<file path="src/rtl/ptbl_pkg.sv">
package ptbl_pkg;
	// default sizes of the protection frame
	localparam int PTBL_NSTAGE = 4;
	localparam int PTBL_NBRK   = 2;
	localparam int PTBL_NMST   = 2;
	localparam int PTBL_TW     = 16;
	localparam int PTBL_NPH    = 3;
	// phase index within a phase vector
	localparam int PTBL_PH_A   = 0;
	localparam int PTBL_PH_B   = 1;
	localparam int PTBL_PH_C   = 2;
	// reset values
	localparam logic PTBL_FLAG_RST = 1'b0;
	localparam logic [PTBL_TW-1:0] PTBL_CNT_RST = 16'h0000;
endpackage : ptbl_pkg

</file>
<file path="src/rtl/ptbl_core.sv">
// What this block does
// - stage raises alarm when fault is detected
// - general alarm ORs all non-supervision stage alarms
// - trip only when fault outlasts stage delay
// - general trip ORs all non-supervision stage trips
// - trip command when tripped and not blocked
// - supervision-only stage has no trip command
// - supervision-only stage excluded from collective signals
// - per-phase collective alarm from phase-selective stages
// - per-phase collective trip from phase-selective stages
// - ground stage alarm sets ground collective alarm
// - breaker opens only for assigned trip commands
// - master inactive inhibits every stage output
// - inactive stage produces no alarm or trip
// - permanent disable holds trip command low
// - master external block stops all protection
// - stage blocked while permitted source asserted
// - trip-block source suppresses permitted trip command
// - motor start loads all timers, blocks assigned
`timescale 1ns/1ns
`default_nettype none
module ptbl_core
	import ptbl_pkg::*;
#(
	parameter int NSTAGE = PTBL_NSTAGE,
	parameter int NBRK   = PTBL_NBRK,
	parameter int NMST   = PTBL_NMST,
	parameter int TW     = PTBL_TW
) (
	input  wire logic                              mclk,
	input  wire logic                              rst,
	input  wire logic                              master_active,
	input  wire logic                              master_ext_block_permit,
	input  wire logic                              master_ext_block_source_a,
	input  wire logic                              master_ext_block_source_b,
	input  wire logic                              master_trip_cmd_disable,
	input  wire logic                              master_trip_block_permit,
	input  wire logic                              master_trip_block_source,
	input  wire logic                              motor_start,
	input  wire logic [NMST-1:0][TW-1:0]           motor_start_time,
	input  wire logic [NSTAGE-1:0]                 fault_det,
	input  wire logic [NSTAGE-1:0][PTBL_NPH-1:0]   fault_phase,
	input  wire logic [NSTAGE-1:0][TW-1:0]         stage_delay,
	input  wire logic [NSTAGE-1:0]                 stage_active,
	input  wire logic [NSTAGE-1:0]                 superv_only,
	input  wire logic [NSTAGE-1:0]                 phase_selective,
	input  wire logic [NSTAGE-1:0]                 ground_stage,
	input  wire logic [NSTAGE-1:0]                 trip_cmd_disable,
	input  wire logic [NSTAGE-1:0]                 ext_block_permit,
	input  wire logic [NSTAGE-1:0]                 ext_block_source_a,
	input  wire logic [NSTAGE-1:0]                 ext_block_source_b,
	input  wire logic [NSTAGE-1:0]                 trip_block_permit,
	input  wire logic [NSTAGE-1:0]                 trip_block_source,
	input  wire logic [NSTAGE-1:0][NMST-1:0]       motor_start_assign,
	input  wire logic [NBRK-1:0][NSTAGE-1:0]       trip_assign,
	output logic      [NSTAGE-1:0]                 stage_alarm,
	output logic      [NSTAGE-1:0]                 stage_trip,
	output logic      [NSTAGE-1:0]                 trip_command,
	output logic                                   general_alarm,
	output logic                                   general_trip,
	output logic                                   general_alarm_ground,
	output logic                                   general_alarm_phase_a,
	output logic                                   general_alarm_phase_b,
	output logic                                   general_alarm_phase_c,
	output logic                                   general_trip_phase_a,
	output logic                                   general_trip_phase_b,
	output logic                                   general_trip_phase_c,
	output logic      [NBRK-1:0]                   breaker_open,
	output logic      [NMST-1:0]                   motor_start_blocking
);

	////////////////////////////////////////////////////////////////////////////
	// synchroniser layout: stage sources, then master sources, then motor start
	localparam int SY_A   = 0;
	localparam int SY_B   = NSTAGE;
	localparam int SY_TB  = 2 * NSTAGE;
	localparam int SY_MA  = 3 * NSTAGE;
	localparam int SY_MB  = SY_MA + 1;
	localparam int SY_MTB = SY_MA + 2;
	localparam int SY_MS  = SY_MA + 3;
	localparam int NSYNC  = SY_MA + 4;

	typedef struct packed {
		logic [NSYNC-1:0]              sy1;
		logic [NSYNC-1:0]              sy2;
		logic                          ms_prev;
		logic [NSTAGE-1:0][TW-1:0]     cnt;
		logic [NMST-1:0][TW-1:0]       mst;
		logic [NSTAGE-1:0]             alarm;
		logic [NSTAGE-1:0]             trip;
		logic [NSTAGE-1:0]             cmd;
		logic                          gal;
		logic                          gtr;
		logic                          gnd;
		logic [PTBL_NPH-1:0]           pal;
		logic [PTBL_NPH-1:0]           ptr;
		logic [NBRK-1:0]               brk;
		logic [NMST-1:0]               msb;
	} ptbl_state_s;

	ptbl_state_s s_q;
	ptbl_state_s s_d;
	logic [NSTAGE-1:0] en;
	logic [NSYNC-1:0]  raw;

	assign raw = {motor_start, master_trip_block_source, master_ext_block_source_b,
		master_ext_block_source_a, trip_block_source, ext_block_source_b, ext_block_source_a};

	////////////////////////////////////////////////////////////////////////////
	// stage enable: master, stage setting, external and motor-start blockings
	always_comb begin
		logic mblk;
		logic [NMST-1:0] run;
		run  = '0;
		mblk = master_ext_block_permit & (s_q.sy2[SY_MA] | s_q.sy2[SY_MB]);
		for (int m = 0; m < NMST; m++) begin
			run[m] = (s_q.mst[m] != PTBL_CNT_RST);
		end
		for (int i = 0; i < NSTAGE; i++) begin
			en[i] = master_active & ~mblk & stage_active[i]
				& ~(ext_block_permit[i] & (s_q.sy2[SY_A + i] | s_q.sy2[SY_B + i]))
				& ~|(motor_start_assign[i] & run);
		end
	end

	////////////////////////////////////////////////////////////////////////////
	// next state
	always_comb begin
		logic mtb;
		logic [NSTAGE-1:0] prot;
		mtb  = master_trip_cmd_disable | (master_trip_block_permit & s_q.sy2[SY_MTB]);
		prot = ~superv_only;
		s_d     = s_q;
		s_d.sy1 = raw;
		s_d.sy2 = s_q.sy1;
		s_d.ms_prev = s_q.sy2[SY_MS];
		for (int m = 0; m < NMST; m++) begin
			if (s_q.sy2[SY_MS] && !s_q.ms_prev) begin
				s_d.mst[m] = motor_start_time[m];
			end else if (s_q.mst[m] != PTBL_CNT_RST) begin
				s_d.mst[m] = s_q.mst[m] - TW'(1);
			end
			// flag kept in a flip-flop so the blocking output is not decoded logic
			s_d.msb[m] = (s_d.mst[m] != TW'(PTBL_CNT_RST));
		end
		for (int i = 0; i < NSTAGE; i++) begin
			s_d.alarm[i] = fault_det[i] & en[i];
			s_d.trip[i]  = fault_det[i] & en[i] & (s_q.cnt[i] >= stage_delay[i]);
			if (!(fault_det[i] && en[i])) begin
				s_d.cnt[i] = TW'(PTBL_CNT_RST);
			end else if (s_q.cnt[i] < stage_delay[i]) begin
				s_d.cnt[i] = s_q.cnt[i] + TW'(1);
			end
			s_d.cmd[i] = s_d.trip[i] & ~superv_only[i] & ~trip_cmd_disable[i]
				& ~(trip_block_permit[i] & s_q.sy2[SY_TB + i]) & ~mtb;
		end
		s_d.gal = |(s_d.alarm & prot);
		s_d.gtr = |(s_d.trip & prot);
		s_d.gnd = |(s_d.alarm & prot & ground_stage);
		s_d.pal = '0;
		s_d.ptr = '0;
		for (int i = 0; i < NSTAGE; i++) begin
			if (prot[i] && phase_selective[i]) begin
				s_d.pal = s_d.pal | (fault_phase[i] & {PTBL_NPH{s_d.alarm[i]}});
				s_d.ptr = s_d.ptr | (fault_phase[i] & {PTBL_NPH{s_d.trip[i]}});
			end
		end
		for (int b = 0; b < NBRK; b++) begin
			s_d.brk[b] = |(s_d.cmd & trip_assign[b]);
		end
	end

	always_ff @(posedge mclk or posedge rst) begin
		if (rst) begin
			s_q <= '0;
		end else begin
			s_q <= s_d;
		end
	end

	////////////////////////////////////////////////////////////////////////////
	// outputs
	assign stage_alarm           = s_q.alarm;
	assign stage_trip            = s_q.trip;
	assign trip_command          = s_q.cmd;
	assign general_alarm         = s_q.gal;
	assign general_trip          = s_q.gtr;
	assign general_alarm_ground  = s_q.gnd;
	assign general_alarm_phase_a = s_q.pal[PTBL_PH_A];
	assign general_alarm_phase_b = s_q.pal[PTBL_PH_B];
	assign general_alarm_phase_c = s_q.pal[PTBL_PH_C];
	assign general_trip_phase_a  = s_q.ptr[PTBL_PH_A];
	assign general_trip_phase_b  = s_q.ptr[PTBL_PH_B];
	assign general_trip_phase_c  = s_q.ptr[PTBL_PH_C];
	assign breaker_open          = s_q.brk;
	assign motor_start_blocking  = s_q.msb;

	logic [PTBL_NPH-1:0] ph_alarm_out;
	logic [PTBL_NPH-1:0] ph_trip_out;
	assign ph_alarm_out = {general_alarm_phase_c, general_alarm_phase_b, general_alarm_phase_a};
	assign ph_trip_out  = {general_trip_phase_c, general_trip_phase_b, general_trip_phase_a};

	// per-stage checks
	for (genvar i = 0; i < NSTAGE; i++) begin : g_chk

		for (genvar p = 0; p < PTBL_NPH; p++) begin : g_ph

		end
	end

	for (genvar b = 0; b < NBRK; b++) begin : g_brk

	end
endmodule : ptbl_core
`default_nettype wire

</file>
<file path="config.mk">
export PLATFORM = sky130hd
export DESIGN_NAME = ptbl_core
export DESIGN_NICKNAME = d
export VERILOG_FILES = /design/src/rtl/ptbl_pkg.sv /design/src/rtl/ptbl_core.sv
export SDC_FILE = /design/constraint.sdc
export NUM_CORES = 1
export LEC_CHECK = 0
export ABC_AREA = 1
export BUFFER_PORTS_ARGS = -buffer_cell sky130_fd_sc_hd__buf_2
export CORE_UTILIZATION = 30
export DETAILED_ROUTE_END_ITERATION = 10
export SLEW_MARGIN = 20
export SYNTH_ARGS = -nofsm -noshare
export SYNTH_HDL_FRONTEND = slang
export SYNTH_SLANG_ARGS = --single-unit
</file>
<file path="constraint.sdc">
create_clock -name mclk -period 4.57 [get_ports mclk]
set_input_delay 0.6855 -clock mclk [delete_from_list [all_inputs] [get_ports mclk]]
set_output_delay 0.6855 -clock mclk [all_outputs]
set_load 0.005 [all_outputs]
</file>
==> impl.org <==
** CTS
- Post-cts resize count :: 0
- Clock tree from TritonCTS :: built
- Clock Latency Late Sink :: 0.43 ns
- In this run the post-CTS setup repair buffer count came out at 0.
- Maximum buffer depth of the clock tree :: 2
- After clock tree synthesis, the clock-pin slew on the worst setup and hold paths is 0.07 ns.
- Number of buffers inserted during clock tree synthesis :: 17
- In this run the number of H-tree levels came out at 4.
- CTS placed an instance of sky130_fd_sc_hd__clkbuf_16 at the clock tree root.
- Clock sink total :: 154
- Number of buffers inserted for hold repair after clock tree synthesis :: 0

** Timing
- Total setup violations reported at the end of the flow :: 0
- For the final database, setup skew stands at 0.0163 ns.
- Setup repair after global routing left no endpoint under its margin.
- Counting I/O delays and the setup requirement, the final critical path takes 2.48 ns.
- Worst Tran Pin Value :: 0.837 ns
- Across all setup checks in the final design, the least slack found is 2.09 ns.
- The final hold violation count is 0.
- Slew HR :: 0.442
- In the finished design, the share of the clock period the worst path needs comes to 0.544.
- For the final routed database, the setup TNS stands at 0 ns.
- Slew Limit Fails :: 0
- Timing would allow up to 0.403 GHz.

** Logic synthesis
- Among all flip-flop cells after synthesis, the most frequent one is sky130_fd_sc_hd__dfrtp_1.
- Yosys mapped a number of flops with a built-in enable equal to 0.
- Seq cells post-synth :: 154
- Combined area of all synthesized cells :: 0.00986 sq mm
- For this run, the register share of the synthesized area comes to 0.391.
- The Yosys step of the flow raised 0 warnings.
- In the synthesized netlist the async set-or-reset flop fraction comes to 1.00.
- Synth Instances :: 1299
- Yosys mapped the design onto 43 distinct sky130hd cell types.
- Syn_nets :: 1547
- The average instance in the mapped netlist occupies 7.59 sq um.

** Drt
- Number of antenna-violating nets in the routed design :: 0
- After the first detailed-routing iteration, the DRC count stood at 566.
- Number of iterations in the first detailed-routing pass :: 7
- Number of DRC violations after detailed routing :: 0
- Summing over every cut layer, the via total after detailed routing is 8938.
- Using the TritonRoute via totals, the vias-per-cell ratio works out to 4.60.
- Average detailed-routed wire length per instance :: 13.5 um
- Total detailed-routing wirelength :: 26400 um

** Final layout
- Area Overhead vs Synth :: 20.0%
- # nets final :: 1738
- In the final layout, the share of cells above drive strength 1 is 0.188.
- Ant. Diodes :: 0
- Fillers :: 3408
- Fin area :: 0.0118 sq mm

** Floorplanning
- Vertical die dimension :: 183 um
- Floorplan Core Area :: 0.0325 sq mm
- Number of placed I/O pins :: 203
- The die covers 0.0336 sq mm.
- Row count :: 66
- The die is 183 um wide.
- Starting Density :: 0.304

** Hold path
- The worst hold path belongs to the class flip-flop to flip-flop.

** GRT
- Entering global routing, the biggest net connects 155 pins.
- The initial antenna violation count came to 1.
- First-pass GRT wire length :: 43500 um
- The number of global-route vias before repair is 8815.
- For this run, the total global-route usage over all layers was measured as 0.163.
- For this run the aggregate overflow at the end of global routing stands at 0.

** Power
- Comb power frac :: 0.157
- Power spread over the standard cell area amounts to 298 mW/mm^2.
- Sequential share of power :: 0.436
- The completed layout was analyzed and its total power is 3.53 mW.
- Of the total power, the clock network draws 0.407.
- Fraction of power spent switching nets :: 0.306
- For this design the static power due to leakage is 6.16 nW.
- The internal power of the cells totals 2.45 mW.
- Worst vdd ir :: 0.000220 V
- Net load switching power :: 1.08 mW

** Setup path
- Max stage delay cell, worst path :: sky130_fd_sc_hd__dfrtp_1
- Of all nets on the critical path, the largest fanout is 17.
- In this design, the stage delay of the slowest critical-path cell is 0.42 ns.
- At the worst endpoint, the required time is 4.90 ns.
- STA classifies the critical path startpoint as a flip-flop.
- The cell family contributing the most delay on the critical path is simple AND/OR/NAND/NOR gates.
- Combined buffer and inverter count along the critical path :: 3
- CP arrival :: 2.81 ns
- Worst Setup End Kind :: flip-flop
- By startpoint and endpoint, the worst setup path is classified as flip-flop to flip-flop.
- The critical path goes through inv_1, ha_1, nand3_2, nor2_4, nand2_4, nand2_1, nand3_4, inv_2, nand2_2, inv_2, nand2_1, o31ai_1.

** Outcome
- Result of the run :: finished clean

** Placement
- At the placement stage, the worst setup path has a slack of 1.87 ns.
- Summed over all nets, the half-perimeter wirelength after detailed placement is 20700 um.
- Standard cell area after detailed placement :: 0.0112 sq mm
- Gp weighted congestion :: 0.906
- Port Buf Inserts :: 202

** Flow run
- Count of maximum capacitance violations :: 0
-- per-stage QoR --
| stage | utilization | cells | hold WS [ns] |
|---|---|---|---|
| finish | 0.364 | 1945 | 0.348 |
| global placement | 0.346 | 1913 | 0.331 |
| floorplan | - | 1299 | 0.331 |
| CTS | 0.364 | 1945 | 0.325 |
| global route | 0.364 | 1945 | 0.324 |
| detailed placement | 0.346 | 1913 | 0.335 |
-- placed cells by master (no fill, tap or decap), types with 3 or more instances in the layout --
cell / synthesis / final
sky130_fd_sc_hd__nand2_1: 310 / 310
sky130_fd_sc_hd__buf_2: 5 / 202
sky130_fd_sc_hd__inv_1: 196 / 195
sky130_fd_sc_hd__dfrtp_1: 154 / 154
sky130_fd_sc_hd__nor2_1: 128 / 128
sky130_fd_sc_hd__nand3_1: 98 / 98
sky130_fd_sc_hd__ha_1: 70 / 70
sky130_fd_sc_hd__o21ai_0: 45 / 45
sky130_fd_sc_hd__a21oi_1: 42 / 42
sky130_fd_sc_hd__nand4_1: 34 / 34
sky130_fd_sc_hd__xor2_1: 31 / 31
sky130_fd_sc_hd__nor3_1: 30 / 30
sky130_fd_sc_hd__o31ai_1: 19 / 19
sky130_fd_sc_hd__clkbuf_16: 0 / 17
sky130_fd_sc_hd__nand3b_1: 10 / 10
sky130_fd_sc_hd__nor2_4: 9 / 9
sky130_fd_sc_hd__xnor2_1: 9 / 9
sky130_fd_sc_hd__o21a_1: 8 / 8
sky130_fd_sc_hd__inv_2: 8 / 8
sky130_fd_sc_hd__o21ai_1: 8 / 8
sky130_fd_sc_hd__nor4_1: 8 / 8
sky130_fd_sc_hd__or2_2: 7 / 7
sky130_fd_sc_hd__o21bai_1: 6 / 6
sky130_fd_sc_hd__nand2_2: 6 / 6
sky130_fd_sc_hd__nor2_2: 6 / 6
sky130_fd_sc_hd__clkinvlp_4: 0 / 5
sky130_fd_sc_hd__nand3_4: 4 / 4
sky130_fd_sc_hd__inv_8: 0 / 4
sky130_fd_sc_hd__inv_6: 0 / 4
sky130_fd_sc_hd__a211oi_1: 3 / 3
sky130_fd_sc_hd__a31oi_1: 3 / 3
-- kinds of logic after synthesis --
kind of cell,Yosys count,share of synthesized area
flops,154,0.391
compound gates,138,0.0808
xor+xnor,40,0.0355
fa+ha+maj,70,0.0888
simple gates,659,0.304
buf+inv,238,0.0998
-- metal layers --
metal  share of wire  track usage
met5               0            0
met4           0.022       0.0640
met3           0.039       0.0298
met2            0.47        0.267
met1            0.47        0.213
-- final timing paths --
kind | end | cells past startpoint | slack, ns | start
worst max-delay path | s_q[68] | 12 | 2.09 | s_q[25]
worst min-delay path | s_q[123] | 0 | 0.35 | s_d[123]
worst max register to register | s_q[68] | 12 | 2.09 | s_q[25]
worst min register to register | s_q[123] | 0 | 0.35 | s_d[123]
max in group asynchronous | ph_alarm_out[2] | 3 | 3.46 | rst
min in group asynchronous | s_d[129] | 3 | 0.49 | rst
-- cells in the mapped netlist, types with 2 or more instances --
| library cell | instances | area [sq um] |
|---|---|---|
| sky130_fd_sc_hd__a211oi_1 | 3 | 22.5 |
| sky130_fd_sc_hd__a21o_1 | 2 | 15.0 |
| sky130_fd_sc_hd__a21oi_1 | 42 | 210 |
| sky130_fd_sc_hd__a31oi_1 | 3 | 18.8 |
| sky130_fd_sc_hd__buf_1 | 2 | 7.51 |
| sky130_fd_sc_hd__buf_2 | 5 | 25.0 |
| sky130_fd_sc_hd__buf_4 | 18 | 135 |
| sky130_fd_sc_hd__buf_6 | 2 | 22.5 |
| sky130_fd_sc_hd__clkbuf_1 | 5 | 18.8 |
| sky130_fd_sc_hd__dfrtp_1 | 154 | 3850 |
| sky130_fd_sc_hd__ha_1 | 70 | 876 |
| sky130_fd_sc_hd__inv_1 | 196 | 736 |
| sky130_fd_sc_hd__inv_2 | 8 | 30.0 |
| sky130_fd_sc_hd__nand2_1 | 310 | 1160 |
| sky130_fd_sc_hd__nand2_2 | 6 | 37.5 |
| sky130_fd_sc_hd__nand2_4 | 2 | 22.5 |
| sky130_fd_sc_hd__nand3_1 | 98 | 490 |
| sky130_fd_sc_hd__nand3_4 | 4 | 70.1 |
| sky130_fd_sc_hd__nand3b_1 | 10 | 75.1 |
| sky130_fd_sc_hd__nand4_1 | 34 | 213 |
| sky130_fd_sc_hd__nor2_1 | 128 | 480 |
| sky130_fd_sc_hd__nor2_2 | 6 | 37.5 |
| sky130_fd_sc_hd__nor2_4 | 9 | 101 |
| sky130_fd_sc_hd__nor3_1 | 30 | 150 |
| sky130_fd_sc_hd__nor4_1 | 8 | 50.1 |
| sky130_fd_sc_hd__o2111ai_1 | 2 | 17.5 |
| sky130_fd_sc_hd__o21a_1 | 8 | 60.1 |
| sky130_fd_sc_hd__o21ai_0 | 45 | 225 |
| sky130_fd_sc_hd__o21ai_1 | 8 | 40.0 |
| sky130_fd_sc_hd__o21bai_1 | 6 | 45.0 |
| sky130_fd_sc_hd__o31ai_1 | 19 | 143 |
| sky130_fd_sc_hd__or2_2 | 7 | 43.8 |
| sky130_fd_sc_hd__xnor2_1 | 9 | 78.8 |
| sky130_fd_sc_hd__xor2_1 | 31 | 272 |
-- sequential cells by signal, indices dropped and copies added (netlist names) --
name,count
stage_trip,4
general_trip,1
trip_command,4
stage_alarm,4
motor_start_blocking,2
general_alarm_ground,1
breaker_open,2
general_alarm,1
s_d,17
s_q,112
ph_alarm_out,3
ph_trip_out,3
-- area by class of cell --
type                       instances  area, sq um  area share
inverter                         206          778      0.0658
tap                              442          553      0.0468
sequential                       154         3850       0.326
clock inverter                    15          158      0.0133
clock buffer                      17          425      0.0360
multi-input combinational        907         5020       0.425
timing repair buffer             204         1040      0.0878
-- power groups by stage --
stage | clock network, mW | logic [mW] | registers (mW)
final | 1.43 | 0.555 | 1.54
after CTS | 1.49 | 0.563 | 1.54
after detailed placement | 0 | 0.560 | 1.56
after global placement | 0 | 0.553 | 1.56
after global routing | 1.54 | 0.646 | 1.55
after floorplan | 0 | 0.391 | 1.54
No activity file was read; power rests on OpenSTA's default activity.
